`src/logic/cerr_pkg.sv`:
```
// Constants, register map and types for the CAN error status and interrupt enable block
// Function
// - Last error code survives any change into initialization mode untouched.
// - Software write to last error code acts only when low byte written is zero.
// - Three-bit code: 0 none, 1 stuff, 2 form, 3 ack, 6 CRC, 7 undefined.
// - Code 4 when sent recessive outside arbitration but bus shows dominant.
// - Code 5 when sent dominant but bus shows recessive.
// - Bus-off flag high while transmit count is 256 or more, else low.
// - Transmit level field: 00 below 96, 01 for 96-127, 11 at 128 up.
// - Receive level field: 00 below 96, 01 for 96-127, 11 at 128 up.
// - Error counter bit 15 high while receive count is 128 or more.
// - Bits 14 to 8 show receive count; invalid once receive level is 11.
// - Bits 7 to 0 show transmit count; invalid while bus-off.
// - Both counters move per CAN fault confinement on errors and good frames.
// - Six enables read at 5..0; write bits 13..8 set, bits 5..0 clear.
// - Set only sets, clear only clears, both or neither leave the bit alone.
// - Each enable gates the pending interrupt of the same index to the output.
package cerr_pkg;
   localparam int ADDR_W = 20;
   localparam int IDX_W  = 18;
   // Register indices; byte address is four times the index
   localparam logic [IDX_W-1:0] IDX_LEC    = 18'h0ff92;
   localparam logic [IDX_W-1:0] IDX_INFO   = 18'h0ff93;
   localparam logic [IDX_W-1:0] IDX_ERC    = 18'h0ff94;
   localparam logic [IDX_W-1:0] IDX_IE     = 18'h0ff96;
   localparam logic [IDX_W-1:0] IDX_ISTAT  = 18'h0ffa0;
   localparam logic [IDX_W-1:0] IDX_ICLR   = 18'h0ffa1;
   localparam logic [IDX_W-1:0] IDX_IEN    = 18'h0ffa2;
   // Interrupt enable field positions
   localparam int IE_N      = 6;
   localparam int IE_SET_LO = 8;
   localparam int IE_CLR_LO = 0;
   // Error counter register field positions
   localparam int ERC_RX_PASSIVE_FLAG  = 15;
   localparam int ERC_REC_LO = 8;
   // Own event interrupt bits
   localparam int EV_N       = 3;
   localparam int EV_PROTO   = 0;
   localparam int EV_LEVEL   = 1;
   localparam int EV_BUSOFF  = 2;
   // Fault confinement figures
   localparam int TEC_W      = 9;
   localparam int REC_W      = 8;
   localparam int WARN_LVL   = 96;
   localparam int PASS_LVL   = 128;
   localparam int BUS_OFF_FLAG_LVL   = 256;
   localparam int REC_MAX    = 255;
   localparam int ERR_STEP   = 8;
   localparam int REC_RECOV  = 120;
   // Level field encodings
   localparam logic [1:0] LVL_LOW  = 2'h0;
   localparam logic [1:0] LVL_WARN = 2'h1;
   localparam logic [1:0] LVL_PASS = 2'h3;
   // Reset values
   localparam logic [2:0]  RST_LEC = 3'h0;
   localparam logic [IE_N-1:0] RST_IE = 6'h00;
   typedef enum logic [2:0] {
      CERR_LEC_NONE  = 3'b000,
      CERR_LEC_STUFF = 3'b001,
      CERR_LEC_FORM  = 3'b010,
      CERR_LEC_ACK   = 3'b011,
      CERR_LEC_BIT1  = 3'b100,
      CERR_LEC_BIT0  = 3'b101,
      CERR_LEC_CRC   = 3'b110,
      CERR_LEC_UNDEF = 3'b111
   } cerr_lec_t;
endpackage : cerr_pkg

```
`src/logic/cerr_level.sv`:
```
// Error counter to warning and passive level encoder
`timescale 1ns/1ps
`default_nettype none
module cerr_level #(
   parameter int W = 8
) (
   input  wire logic [W-1:0] count,
   output logic      [1:0]   level
);
   import cerr_pkg::*;
   localparam logic [W-1:0] WARN = W'(WARN_LVL);
   localparam logic [W-1:0] PASS = W'(PASS_LVL);
   // Code 10 is never produced
   always_comb begin
      if (count >= PASS)
         level = LVL_PASS;
      else if (count >= WARN)
         level = LVL_WARN;
      else
         level = LVL_LOW;
   end
endmodule : cerr_level
`default_nettype wire

```
`src/logic/cerr_top.sv`:
```
// CAN error status, error counters and interrupt enable block with APB slave
`timescale 1ns/1ps
`default_nettype none
module cerr_top (
   input  wire logic                        pclk,
   input  wire logic                        presetn,
   input  wire logic                        psel,
   input  wire logic                        penable,
   input  wire logic                        pwrite,
   input  wire logic [cerr_pkg::ADDR_W-1:0] paddr,
   input  wire logic [31:0]                 pwdata,
   output logic      [31:0]                 prdata,
   output logic                             pready,
   output logic                             pslverr,
   input  wire logic                        mode_init,
   input  wire logic                        err_stuff,
   input  wire logic                        err_form,
   input  wire logic                        err_ack,
   input  wire logic                        err_crc,
   input  wire logic                        bit_chk,
   input  wire logic                        bit_sent,
   input  wire logic                        bit_bus,
   input  wire logic                        in_arb,
   input  wire logic                        tx_err_inc,
   input  wire logic                        tx_ok,
   input  wire logic                        rx_err_inc1,
   input  wire logic                        rx_err_inc8,
   input  wire logic                        rx_ok,
   input  wire logic                        ctr_clear,
   input  wire logic [cerr_pkg::IE_N-1:0]   irq_pending_bits,
   output logic      [cerr_pkg::IE_N-1:0]   irq_req,
   output logic                             bus_off_flag,
   output logic      [1:0]                  tx_error_level,
   output logic      [1:0]                  rx_error_level,
   output logic      [2:0]                  latest_fault_code,
   output logic                             irq
);
   import cerr_pkg::*;

   // APB decode
   logic [IDX_W-1:0] idx;
   logic             setup;
   logic             wr;
   logic             mapped;
   logic [31:0]      rd_val;
   logic [31:0]      next_prdata;
   logic             next_pslverr;

   // Block state
   logic [TEC_W-1:0] tec;
   logic [REC_W-1:0] rec;
   logic [TEC_W-1:0] next_tec;
   logic [REC_W-1:0] next_rec;
   logic [1:0]       next_tx_lvl;
   logic [1:0]       next_rx_lvl;
   logic [2:0]       next_lec;
   logic             err_hit;
   logic [2:0]       err_code;
   logic [IE_N-1:0]  irq_enable_bits;
   logic [IE_N-1:0]  next_ie;
   logic [IE_N-1:0]  ie_set;
   logic [IE_N-1:0]  ie_clr;
   logic [EV_N-1:0]  ev_stat;
   logic [EV_N-1:0]  ev_en;
   logic [EV_N-1:0]  next_ev_stat;
   logic [EV_N-1:0]  next_ev_en;
   logic [EV_N-1:0]  ev_set;
   logic             next_irq;

   assign idx   = paddr[ADDR_W-1:2];
   assign setup = psel && !penable;
   // Zero wait states: pready is high from the first edge after reset
   assign wr    = psel && penable && pready && pwrite && !pslverr;

   // Read mux and address check
   always_comb begin
      rd_val = 32'h0000_0000;
      mapped = (paddr[1:0] == 2'h0);
      unique case (idx)
         IDX_LEC:   rd_val[2:0] = latest_fault_code;
         IDX_INFO:  rd_val[4:0] = {bus_off_flag, tx_error_level, rx_error_level};
         IDX_ERC: begin
            rd_val[ERC_RX_PASSIVE_FLAG] = rec[REC_W-1];
            rd_val[ERC_RX_PASSIVE_FLAG-1:ERC_REC_LO] = rec[REC_W-2:0];
            rd_val[ERC_REC_LO-1:0] = tec[TEC_W-2:0];
         end
         IDX_IE:    rd_val[IE_N-1:0] = irq_enable_bits;
         IDX_ISTAT: rd_val[EV_N-1:0] = ev_stat;
         IDX_ICLR:  rd_val = 32'h0000_0000;
         IDX_IEN:   rd_val[EV_N-1:0] = ev_en;
         default:   mapped = 1'b0;
      endcase
   end

   // Read data and error are captured in the setup phase
   always_comb begin
      next_prdata  = prdata;
      next_pslverr = pslverr;
      if (setup) begin
         next_prdata  = (mapped && !pwrite) ? rd_val : 32'h0000_0000;
         next_pslverr = !mapped;
      end
   end

   always_ff @(posedge pclk or negedge presetn) begin
      if (!presetn) begin
         prdata  <= 32'h0000_0000;
         pslverr <= 1'b0;
         pready  <= 1'b0;
      end else begin
         prdata  <= next_prdata;
         pslverr <= next_pslverr;
         pready  <= 1'b1;
      end
   end

   // Protocol error classification; one error is reported per cycle
   always_comb begin
      err_hit  = 1'b1;
      err_code = CERR_LEC_NONE;
      if (bit_chk && bit_sent && !bit_bus && !in_arb)
         err_code = CERR_LEC_BIT1;
      else if (bit_chk && !bit_sent && bit_bus)
         err_code = CERR_LEC_BIT0;
      else if (err_stuff)
         err_code = CERR_LEC_STUFF;
      else if (err_form)
         err_code = CERR_LEC_FORM;
      else if (err_ack)
         err_code = CERR_LEC_ACK;
      else if (err_crc)
         err_code = CERR_LEC_CRC;
      else
         err_hit = 1'b0;
   end

   // A fresh error wins over a software clear in the same cycle
   always_comb begin
      next_lec = latest_fault_code;
      if (err_hit)
         next_lec = err_code;
      else if (wr && idx == IDX_LEC && pwdata[7:0] == 8'h00)
         next_lec = CERR_LEC_NONE;
      // Entering initialization mode leaves the code as it is
   end

   always_ff @(posedge pclk or negedge presetn) begin
      if (!presetn)
         latest_fault_code <= RST_LEC;
      else
         latest_fault_code <= next_lec;
   end

   // Fault confinement counters; counting stops while bus-off
   always_comb begin
      next_tec = tec;
      next_rec = rec;
      if (ctr_clear) begin
         next_tec = '0;
         next_rec = '0;
      end else if (!tec[TEC_W-1]) begin
         if (tx_err_inc) begin
            if ({1'b0, tec} + 10'(ERR_STEP) >= 10'(BUS_OFF_FLAG_LVL))
               next_tec = TEC_W'(BUS_OFF_FLAG_LVL);
            else
               next_tec = tec + TEC_W'(ERR_STEP);
         end else if (tx_ok && tec != '0) begin
            next_tec = tec - TEC_W'(1);
         end
         if (rx_err_inc8 || rx_err_inc1) begin
            if ({1'b0, rec} + (rx_err_inc8 ? 9'(ERR_STEP) : 9'h001) > 9'(REC_MAX))
               next_rec = REC_W'(REC_MAX);
            else
               next_rec = rec + (rx_err_inc8 ? REC_W'(ERR_STEP) : REC_W'(1));
         end else if (rx_ok) begin
            if (rec >= REC_W'(PASS_LVL))
               next_rec = REC_W'(REC_RECOV);
            else if (rec != '0)
               next_rec = rec - REC_W'(1);
         end
      end
   end

   cerr_level #(.W(TEC_W)) u_tx_level (
      .count (next_tec),
      .level (next_tx_lvl)
   );

   cerr_level #(.W(REC_W)) u_rx_level (
      .count (next_rec),
      .level (next_rx_lvl)
   );

   // Summary flags are registered alongside the counts so reads agree
   always_ff @(posedge pclk or negedge presetn) begin
      if (!presetn) begin
         tec            <= '0;
         rec            <= '0;
         bus_off_flag   <= 1'b0;
         tx_error_level <= LVL_LOW;
         rx_error_level <= LVL_LOW;
      end else begin
         tec            <= next_tec;
         rec            <= next_rec;
         bus_off_flag   <= next_tec[TEC_W-1];
         tx_error_level <= next_tx_lvl;
         rx_error_level <= next_rx_lvl;
      end
   end

   // Interrupt enables: set and clear halves of one write
   assign ie_set = pwdata[IE_SET_LO+IE_N-1:IE_SET_LO];
   assign ie_clr = pwdata[IE_CLR_LO+IE_N-1:IE_CLR_LO];

   always_comb begin
      next_ie = irq_enable_bits;
      if (wr && idx == IDX_IE)
         next_ie = (irq_enable_bits | (ie_set & ~ie_clr)) & ~(ie_clr & ~ie_set);
   end

   // Own events: sticky status, enable mask, write-one clear
   always_comb begin
      ev_set = '0;
      ev_set[EV_PROTO]  = err_hit;
      ev_set[EV_LEVEL]  = (next_tx_lvl != tx_error_level) || (next_rx_lvl != rx_error_level);
      ev_set[EV_BUSOFF] = next_tec[TEC_W-1] && !bus_off_flag;
      next_ev_stat = ev_stat;
      next_ev_en   = ev_en;
      if (wr && idx == IDX_ICLR)
         next_ev_stat = ev_stat & ~pwdata[EV_N-1:0];
      if (wr && idx == IDX_IEN)
         next_ev_en = pwdata[EV_N-1:0];
      next_ev_stat = next_ev_stat | ev_set;
      next_irq = |(next_ev_stat & next_ev_en);
   end

   always_ff @(posedge pclk or negedge presetn) begin
      if (!presetn) begin
         irq_enable_bits <= RST_IE;
         irq_req         <= '0;
         ev_stat         <= '0;
         ev_en           <= '0;
         irq             <= 1'b0;
      end else begin
         irq_enable_bits <= next_ie;
         irq_req         <= irq_pending_bits & irq_enable_bits;
         ev_stat         <= next_ev_stat;
         ev_en           <= next_ev_en;
         irq             <= next_irq;
      end
   end

   // Checks
   AST_LEC_NONZERO_IGNORED: assert property (@(posedge pclk) disable iff (!presetn)
      wr && idx == IDX_LEC && pwdata[7:0] != 8'h00 && !err_hit
      |=> latest_fault_code == $past(latest_fault_code))
      else $error("Nonzero write changed the last error code");

   AST_LEC_ZERO_CLEARS: assert property (@(posedge pclk) disable iff (!presetn)
      wr && idx == IDX_LEC && pwdata[7:0] == 8'h00 && !err_hit
      |=> latest_fault_code == 3'h0)
      else $error("Zero write did not clear the last error code");

   AST_LEC_INIT_KEEPS: assert property (@(posedge pclk) disable iff (!presetn)
      $rose(mode_init) && !err_hit && !(wr && idx == IDX_LEC)
      |=> $stable(latest_fault_code))
      else $error("Entering init mode altered the last error code");

   AST_LEC_BIT_REC: assert property (@(posedge pclk) disable iff (!presetn)
      bit_chk && bit_sent && !bit_bus && !in_arb |=> latest_fault_code == 3'h4)
      else $error("Recessive bit error not recorded as code 4");

   AST_LEC_BIT_DOM: assert property (@(posedge pclk) disable iff (!presetn)
      bit_chk && !bit_sent && bit_bus |=> latest_fault_code == 3'h5)
      else $error("Dominant bit error not recorded as code 5");

   AST_LEC_CRC: assert property (@(posedge pclk) disable iff (!presetn)
      err_crc && !bit_chk && !err_stuff && !err_form && !err_ack
      |=> latest_fault_code == 3'h6)
      else $error("CRC error not recorded as code 6");

   AST_BUS_OFF: assert property (@(posedge pclk) disable iff (!presetn)
      bus_off_flag == (tec >= 9'h100))
      else $error("Bus-off flag disagrees with transmit count");

   AST_TX_LEVEL: assert property (@(posedge pclk) disable iff (!presetn)
      tx_error_level == ((tec >= 9'h080) ? 2'h3 : (tec >= 9'h060) ? 2'h1 : 2'h0))
      else $error("Transmit level field wrong");

   AST_RX_LEVEL: assert property (@(posedge pclk) disable iff (!presetn)
      rx_error_level == ((rec >= 8'h80) ? 2'h3 : (rec >= 8'h60) ? 2'h1 : 2'h0))
      else $error("Receive level field wrong");

   AST_ERC_READ: assert property (@(posedge pclk) disable iff (!presetn)
      setup && !pwrite && paddr[1:0] == 2'h0 && idx == IDX_ERC
      |=> prdata[15:0] == {$past(rec >= 8'h80), $past(rec[6:0]), $past(tec[7:0])})
      else $error("Error counter read layout wrong");

   AST_TEC_STEP: assert property (@(posedge pclk) disable iff (!presetn)
      tx_err_inc && !ctr_clear && tec < 9'h0f8 |=> tec == $past(tec) + 9'h008)
      else $error("Transmit count did not rise by eight");

   AST_REC_RECOVER: assert property (@(posedge pclk) disable iff (!presetn)
      rx_ok && !rx_err_inc1 && !rx_err_inc8 && !ctr_clear && !bus_off_flag
      && rec >= 8'h80 |=> rec == 8'h78)
      else $error("Receive count did not recover to 120");

   AST_IE_WRITE: assert property (@(posedge pclk) disable iff (!presetn)
      wr && idx == IDX_IE |=> irq_enable_bits ==
      (($past(irq_enable_bits) | ($past(pwdata[13:8]) & ~$past(pwdata[5:0])))
       & ~($past(pwdata[5:0]) & ~$past(pwdata[13:8]))))
      else $error("Enable set or clear handled wrongly");

   AST_IRQ_GATE: assert property (@(posedge pclk) disable iff (!presetn)
      ##1 irq_req == $past(irq_pending_bits & irq_enable_bits))
      else $error("Interrupt request not gated by its enable");

endmodule : cerr_top
`default_nettype wire

```
`config.mk`:
```
export PLATFORM = sky130hd
export DESIGN_NAME = cerr_top
export DESIGN_NICKNAME = d
export VERILOG_FILES = /design/src/logic/cerr_pkg.sv /design/src/logic/cerr_level.sv /design/src/logic/cerr_top.sv
export SDC_FILE = /design/constraint.sdc
export NUM_CORES = 1
export LEC_CHECK = 0
export BUFFER_PORTS_ARGS = -buffer_cell sky130_fd_sc_hd__buf_2
export CORE_ASPECT_RATIO = 1.2
export CORE_MARGIN = 2
export CORE_UTILIZATION = 51
export CTS_CLUSTER_DIAMETER = 200
export DETAILED_ROUTE_END_ITERATION = 10
export HOLD_SLACK_MARGIN = 0.12
export PLACE_DENSITY = 0.84
export SKIP_LAST_GASP = 1
export SYNTH_ARGS = -nofsm -noshare
export SYNTH_HDL_FRONTEND = slang
export SYNTH_SLANG_ARGS = --single-unit
```
`constraint.sdc`:
```
create_clock -name pclk -period 3.2 [get_ports pclk]
set_input_delay 0.16 -clock pclk [delete_from_list [all_inputs] [get_ports pclk]]
set_output_delay 0.16 -clock pclk [all_outputs]
set_load 0.03 [all_outputs]
```
==> results.txt <==
----------------------------------------------------
[Clock network]
  Master cell of the clock root buffer ... clkbuf_8
  Insertion delay of the later-clocked pin in the worst-skew pair ... 0.34 ns
  Clock tree from TritonCTS ... built
  TritonCTS buffer count ... 9
  Clock-pin transition on the worst setup and hold timing paths ... 0.08 ns
  Clock net sink count ... 61
  H-Tree Depth ... 3
  Maximum root-to-sink buffer count ... 2

[STA]
  Total of endpoints with negative setup slack in the final report ... 0
  Time the final worst path needs with I/O delays and setup ... 2.85 ns
  Final worst path period share ... 89.0%
  Final count of pins violating max slew ... 0
  Worst-Margin Slew ... 0.862 ns
  Remaining max-slew budget at the tightest pin ... 42.5%
  Skew final ... 0.0122 ns
  Final sum of negative setup slack ... 0 ns
  Setup repair after global routing missed its margin ... false
  Hold Violations, Final ... 0
  Maximum clock frequency ... 351 MHz

[Min path]
  Startpoint of the tightest hold check path ... pwdata[3]
  Hold WC Path Type ... in -> reg

[Floorplan]
  Effective utilization at floorplan ... 53.0%
  Number of I/O pins ... 127
  Die area ... 8320 µm²
  Die W ... 83.6 µm
  Core area ... 7320 µm²
  Overall die height ... 99.5 µm
  Num rows ... 34

[Final layout]
  Area growth from synthesis to layout ... 22.0%
  Number of inserted diodes ... 0
  Share of post-route cells with drive strength above 1 ... 24.5%
  Final #Nets ... 616

[Global route]
  Global-route wire length before repair ... 17900 µm
  GR Layer Usage met2 ... 45.3%
  Met1 Track Usage GR ... 33.4%
  Largest net degree at the start of global routing ... 30
  Layer with the highest usage after global routing ... met2
  Overall overflow remaining after global route ... 0
  GR Util met3 ... 5.15%
  Overall fraction of global-route tracks in use ... 26.5%
  Number of global-route vias before repair ... 3757
  Initial antenna violation count ... 0

[Run status]
  Outcome ... complete, no violations

[Setup path]
  Setup crit end kind ... flip-flop
  Start point of the critical path ... rec[0]
  Critical path start-end classification ... reg -> reg
  Critical path launch point type ... flip-flop
  WP data required ... 3.47 ns
  Reg-to-Reg Start ... rec[0]
  Crit path max fanout ... 9
  Critical path data arrival time ... 3.11 ns

[Synthesis]
  Area of the mapped netlist ... 3880 µm²
  Synth async-reset ratio ... 100%
  Synth unique cells ... 80
  Number of synthesized flops with an enable pin ... 0
  Share of the synthesized area in the top cell type ... 39.4%
  Cell accounting for the most synthesized area ... dfrtp_1
  Prevailing post-synth register cell ... dfrtp_1
  Flip-flop and latch count after synthesis ... 61
  Synth Warn # ... 0
  Post-Syn Area per Cell ... 9.12 µm²
  Gate count after technology mapping ... 425
  Most repeated cell in the gate-level netlist after synthesis ... dfrtp_1
  Cell types occupying the most area after synthesis ... dfrtp_1, nor2_1, buf_4
  Portion of the post-synthesis area used by sequential elements ... 39.4%
  Leading post-synthesis cells by instance count ... dfrtp_1, nor2_1, nand2_1

[Placement]
  Final HPWL from detailed placement ... 7720 µm
  Number of I/O port buffers ... 91
  Routability cong. ... 0.928

[Power and ir drop]
  Largest vdd supply drop ... 0.000254 V
  Internal power ... 1.34 mW
  Leakage component of the power ... 2.11 nW
  Total net switching power ... 645 µW
  Relative contribution of combinational cells to total power ... 21.6%
  Overall Power ... 1.98 mW
  Pwr/cell area ... 420 nW/µm²
  Clock share of power ... 34.5%
  Switching Fraction ... 32.5%
  Register share of total power ... 43.9%

[Detailed routing]
  Initial DRC count ... 277
  Via-to-Cell Ratio ... 6.17
  Number of nets with antenna violations after routing ... 0
  Avg WL per Cell ... 17.4 µm
  DRC violation count after routing ... 0
  Pre-antenna DRT Iters ... 5
  Total via count after detailed routing ... 3854
  Overall routed net length ... 10900 µm

[Flow run]
  Max-cap violations ... 0

----------------------------------------------------
flip-flops by register name, indices dropped and copies added, names as in the netlist, 3 cells and up:
signal	cells
irq_req	6
tec	8
ev_en	3
latest_fault_code	3
irq_enable_bits	6
rec	8
prdata	16
ev_stat	3
power groups by stage:
stage,clock network (mW),logic [mW],registers (mW)
after floorplan,0,0.289,0.878
after global placement,0,0.388,0.881
after detailed placement,0,0.403,0.883
after CTS,0.697,0.423,0.869
after global routing,0.730,0.473,0.878
final,0.685,0.428,0.872
cell usage in the layout (no fill, tap or decap), types with 14 or more instances in the layout:
| cell | synthesis | final |
|---|---|---|
| buf_2 | 2 | 91 |
| dfrtp_1 | 61 | 61 |
| nor2_1 | 35 | 35 |
| nand2_1 | 32 | 32 |
| dlygate4sd3_1 | 0 | 21 |
| inv_1 | 17 | 17 |
| conb_1 | 2 | 17 |
| a21oi_1 | 16 | 16 |
| o21ai_0 | 16 | 16 |
| a22o_1 | 14 | 14 |
layer usage:
layer | wire length (µm) | part of all wire [%]
met5 | 0 | 0
met4 | 287 | 2.6
met3 | 884 | 8.1
met2 | 5350 | 49
met1 | 4350 | 40
worst max-delay path: stages, from the launching register on:
cell and delay, ns:
dfrtp_1 0.48, ha_1 0.27, ha_1 0.23, a31o_1 0.25
and2_1 0.20, a2111oi_1 0.56, o211ai_2 0.17, mux2_4 0.33
a2bb2oi_2 0.17, o21ai_2 0.11
cell type report:
type                       instances  area [µm²]
clock buffer                       9         124
inverter                          17        63.8
clock inverter                     7        76.3
multi-input combinational        325        2130
fill                             583        2590
tap                               90         113
sequential                        61        1530
timing repair buffer             116         696
what timing repair did:
action / 4_1_cts / 5_1_grt
endpoints found under the setup margin: 0 / 0
hold buffers: 21 / 0
endpoints found under the hold margin: 41 / 0
buffers inserted: 0 / 0
resized for setup: 0 / 0
logic make-up (layout without fill, tap and decap cells):
family,after synthesis,in the layout,synth area share (%)
other,2,17,0.194
flip-flops,61,61,39.4
AO/OA/AOI/OAI,122,122,23.9
AND/OR/NAND/NOR,166,166,23.6
XOR/XNOR,2,2,0.452
adder cells (fa/ha/maj),8,8,2.58
buffers and inverters,54,149,7.13
multiplexers,10,10,2.81
worst paths after layout:
kind                                      end  slack [ns]  depth (start not counted)
max                                       irq        0.35                          9
min                        irq_enable_bits[3]        0.14                          3
max reg2reg                               irq        0.35                          9
min reg2reg                         prdata[5]        0.49                          2
max in group asynchronous          ev_stat[0]        2.10                          3
min in group asynchronous          irq_req[2]        0.38                          2
metrics by stage:
stage | instance area [µm²] | hold WS, ns | setup WS, ns | util (%) | instances
detailed placement | 4320 | 0.216 | 0.443 | 59.0 | 588
global placement | 4320 | 0.210 | 0.492 | 59.0 | 588
global route | 4730 | 0.128 | 0.176 | 64.6 | 625
finish | 4730 | 0.139 | 0.353 | 64.6 | 625
floorplan | 3930 | -0.136 | 0.716 | - | 440
CTS | 4730 | 0.122 | 0.371 | 64.6 | 625
Note: power is estimated with default switching activity, not from simulation.
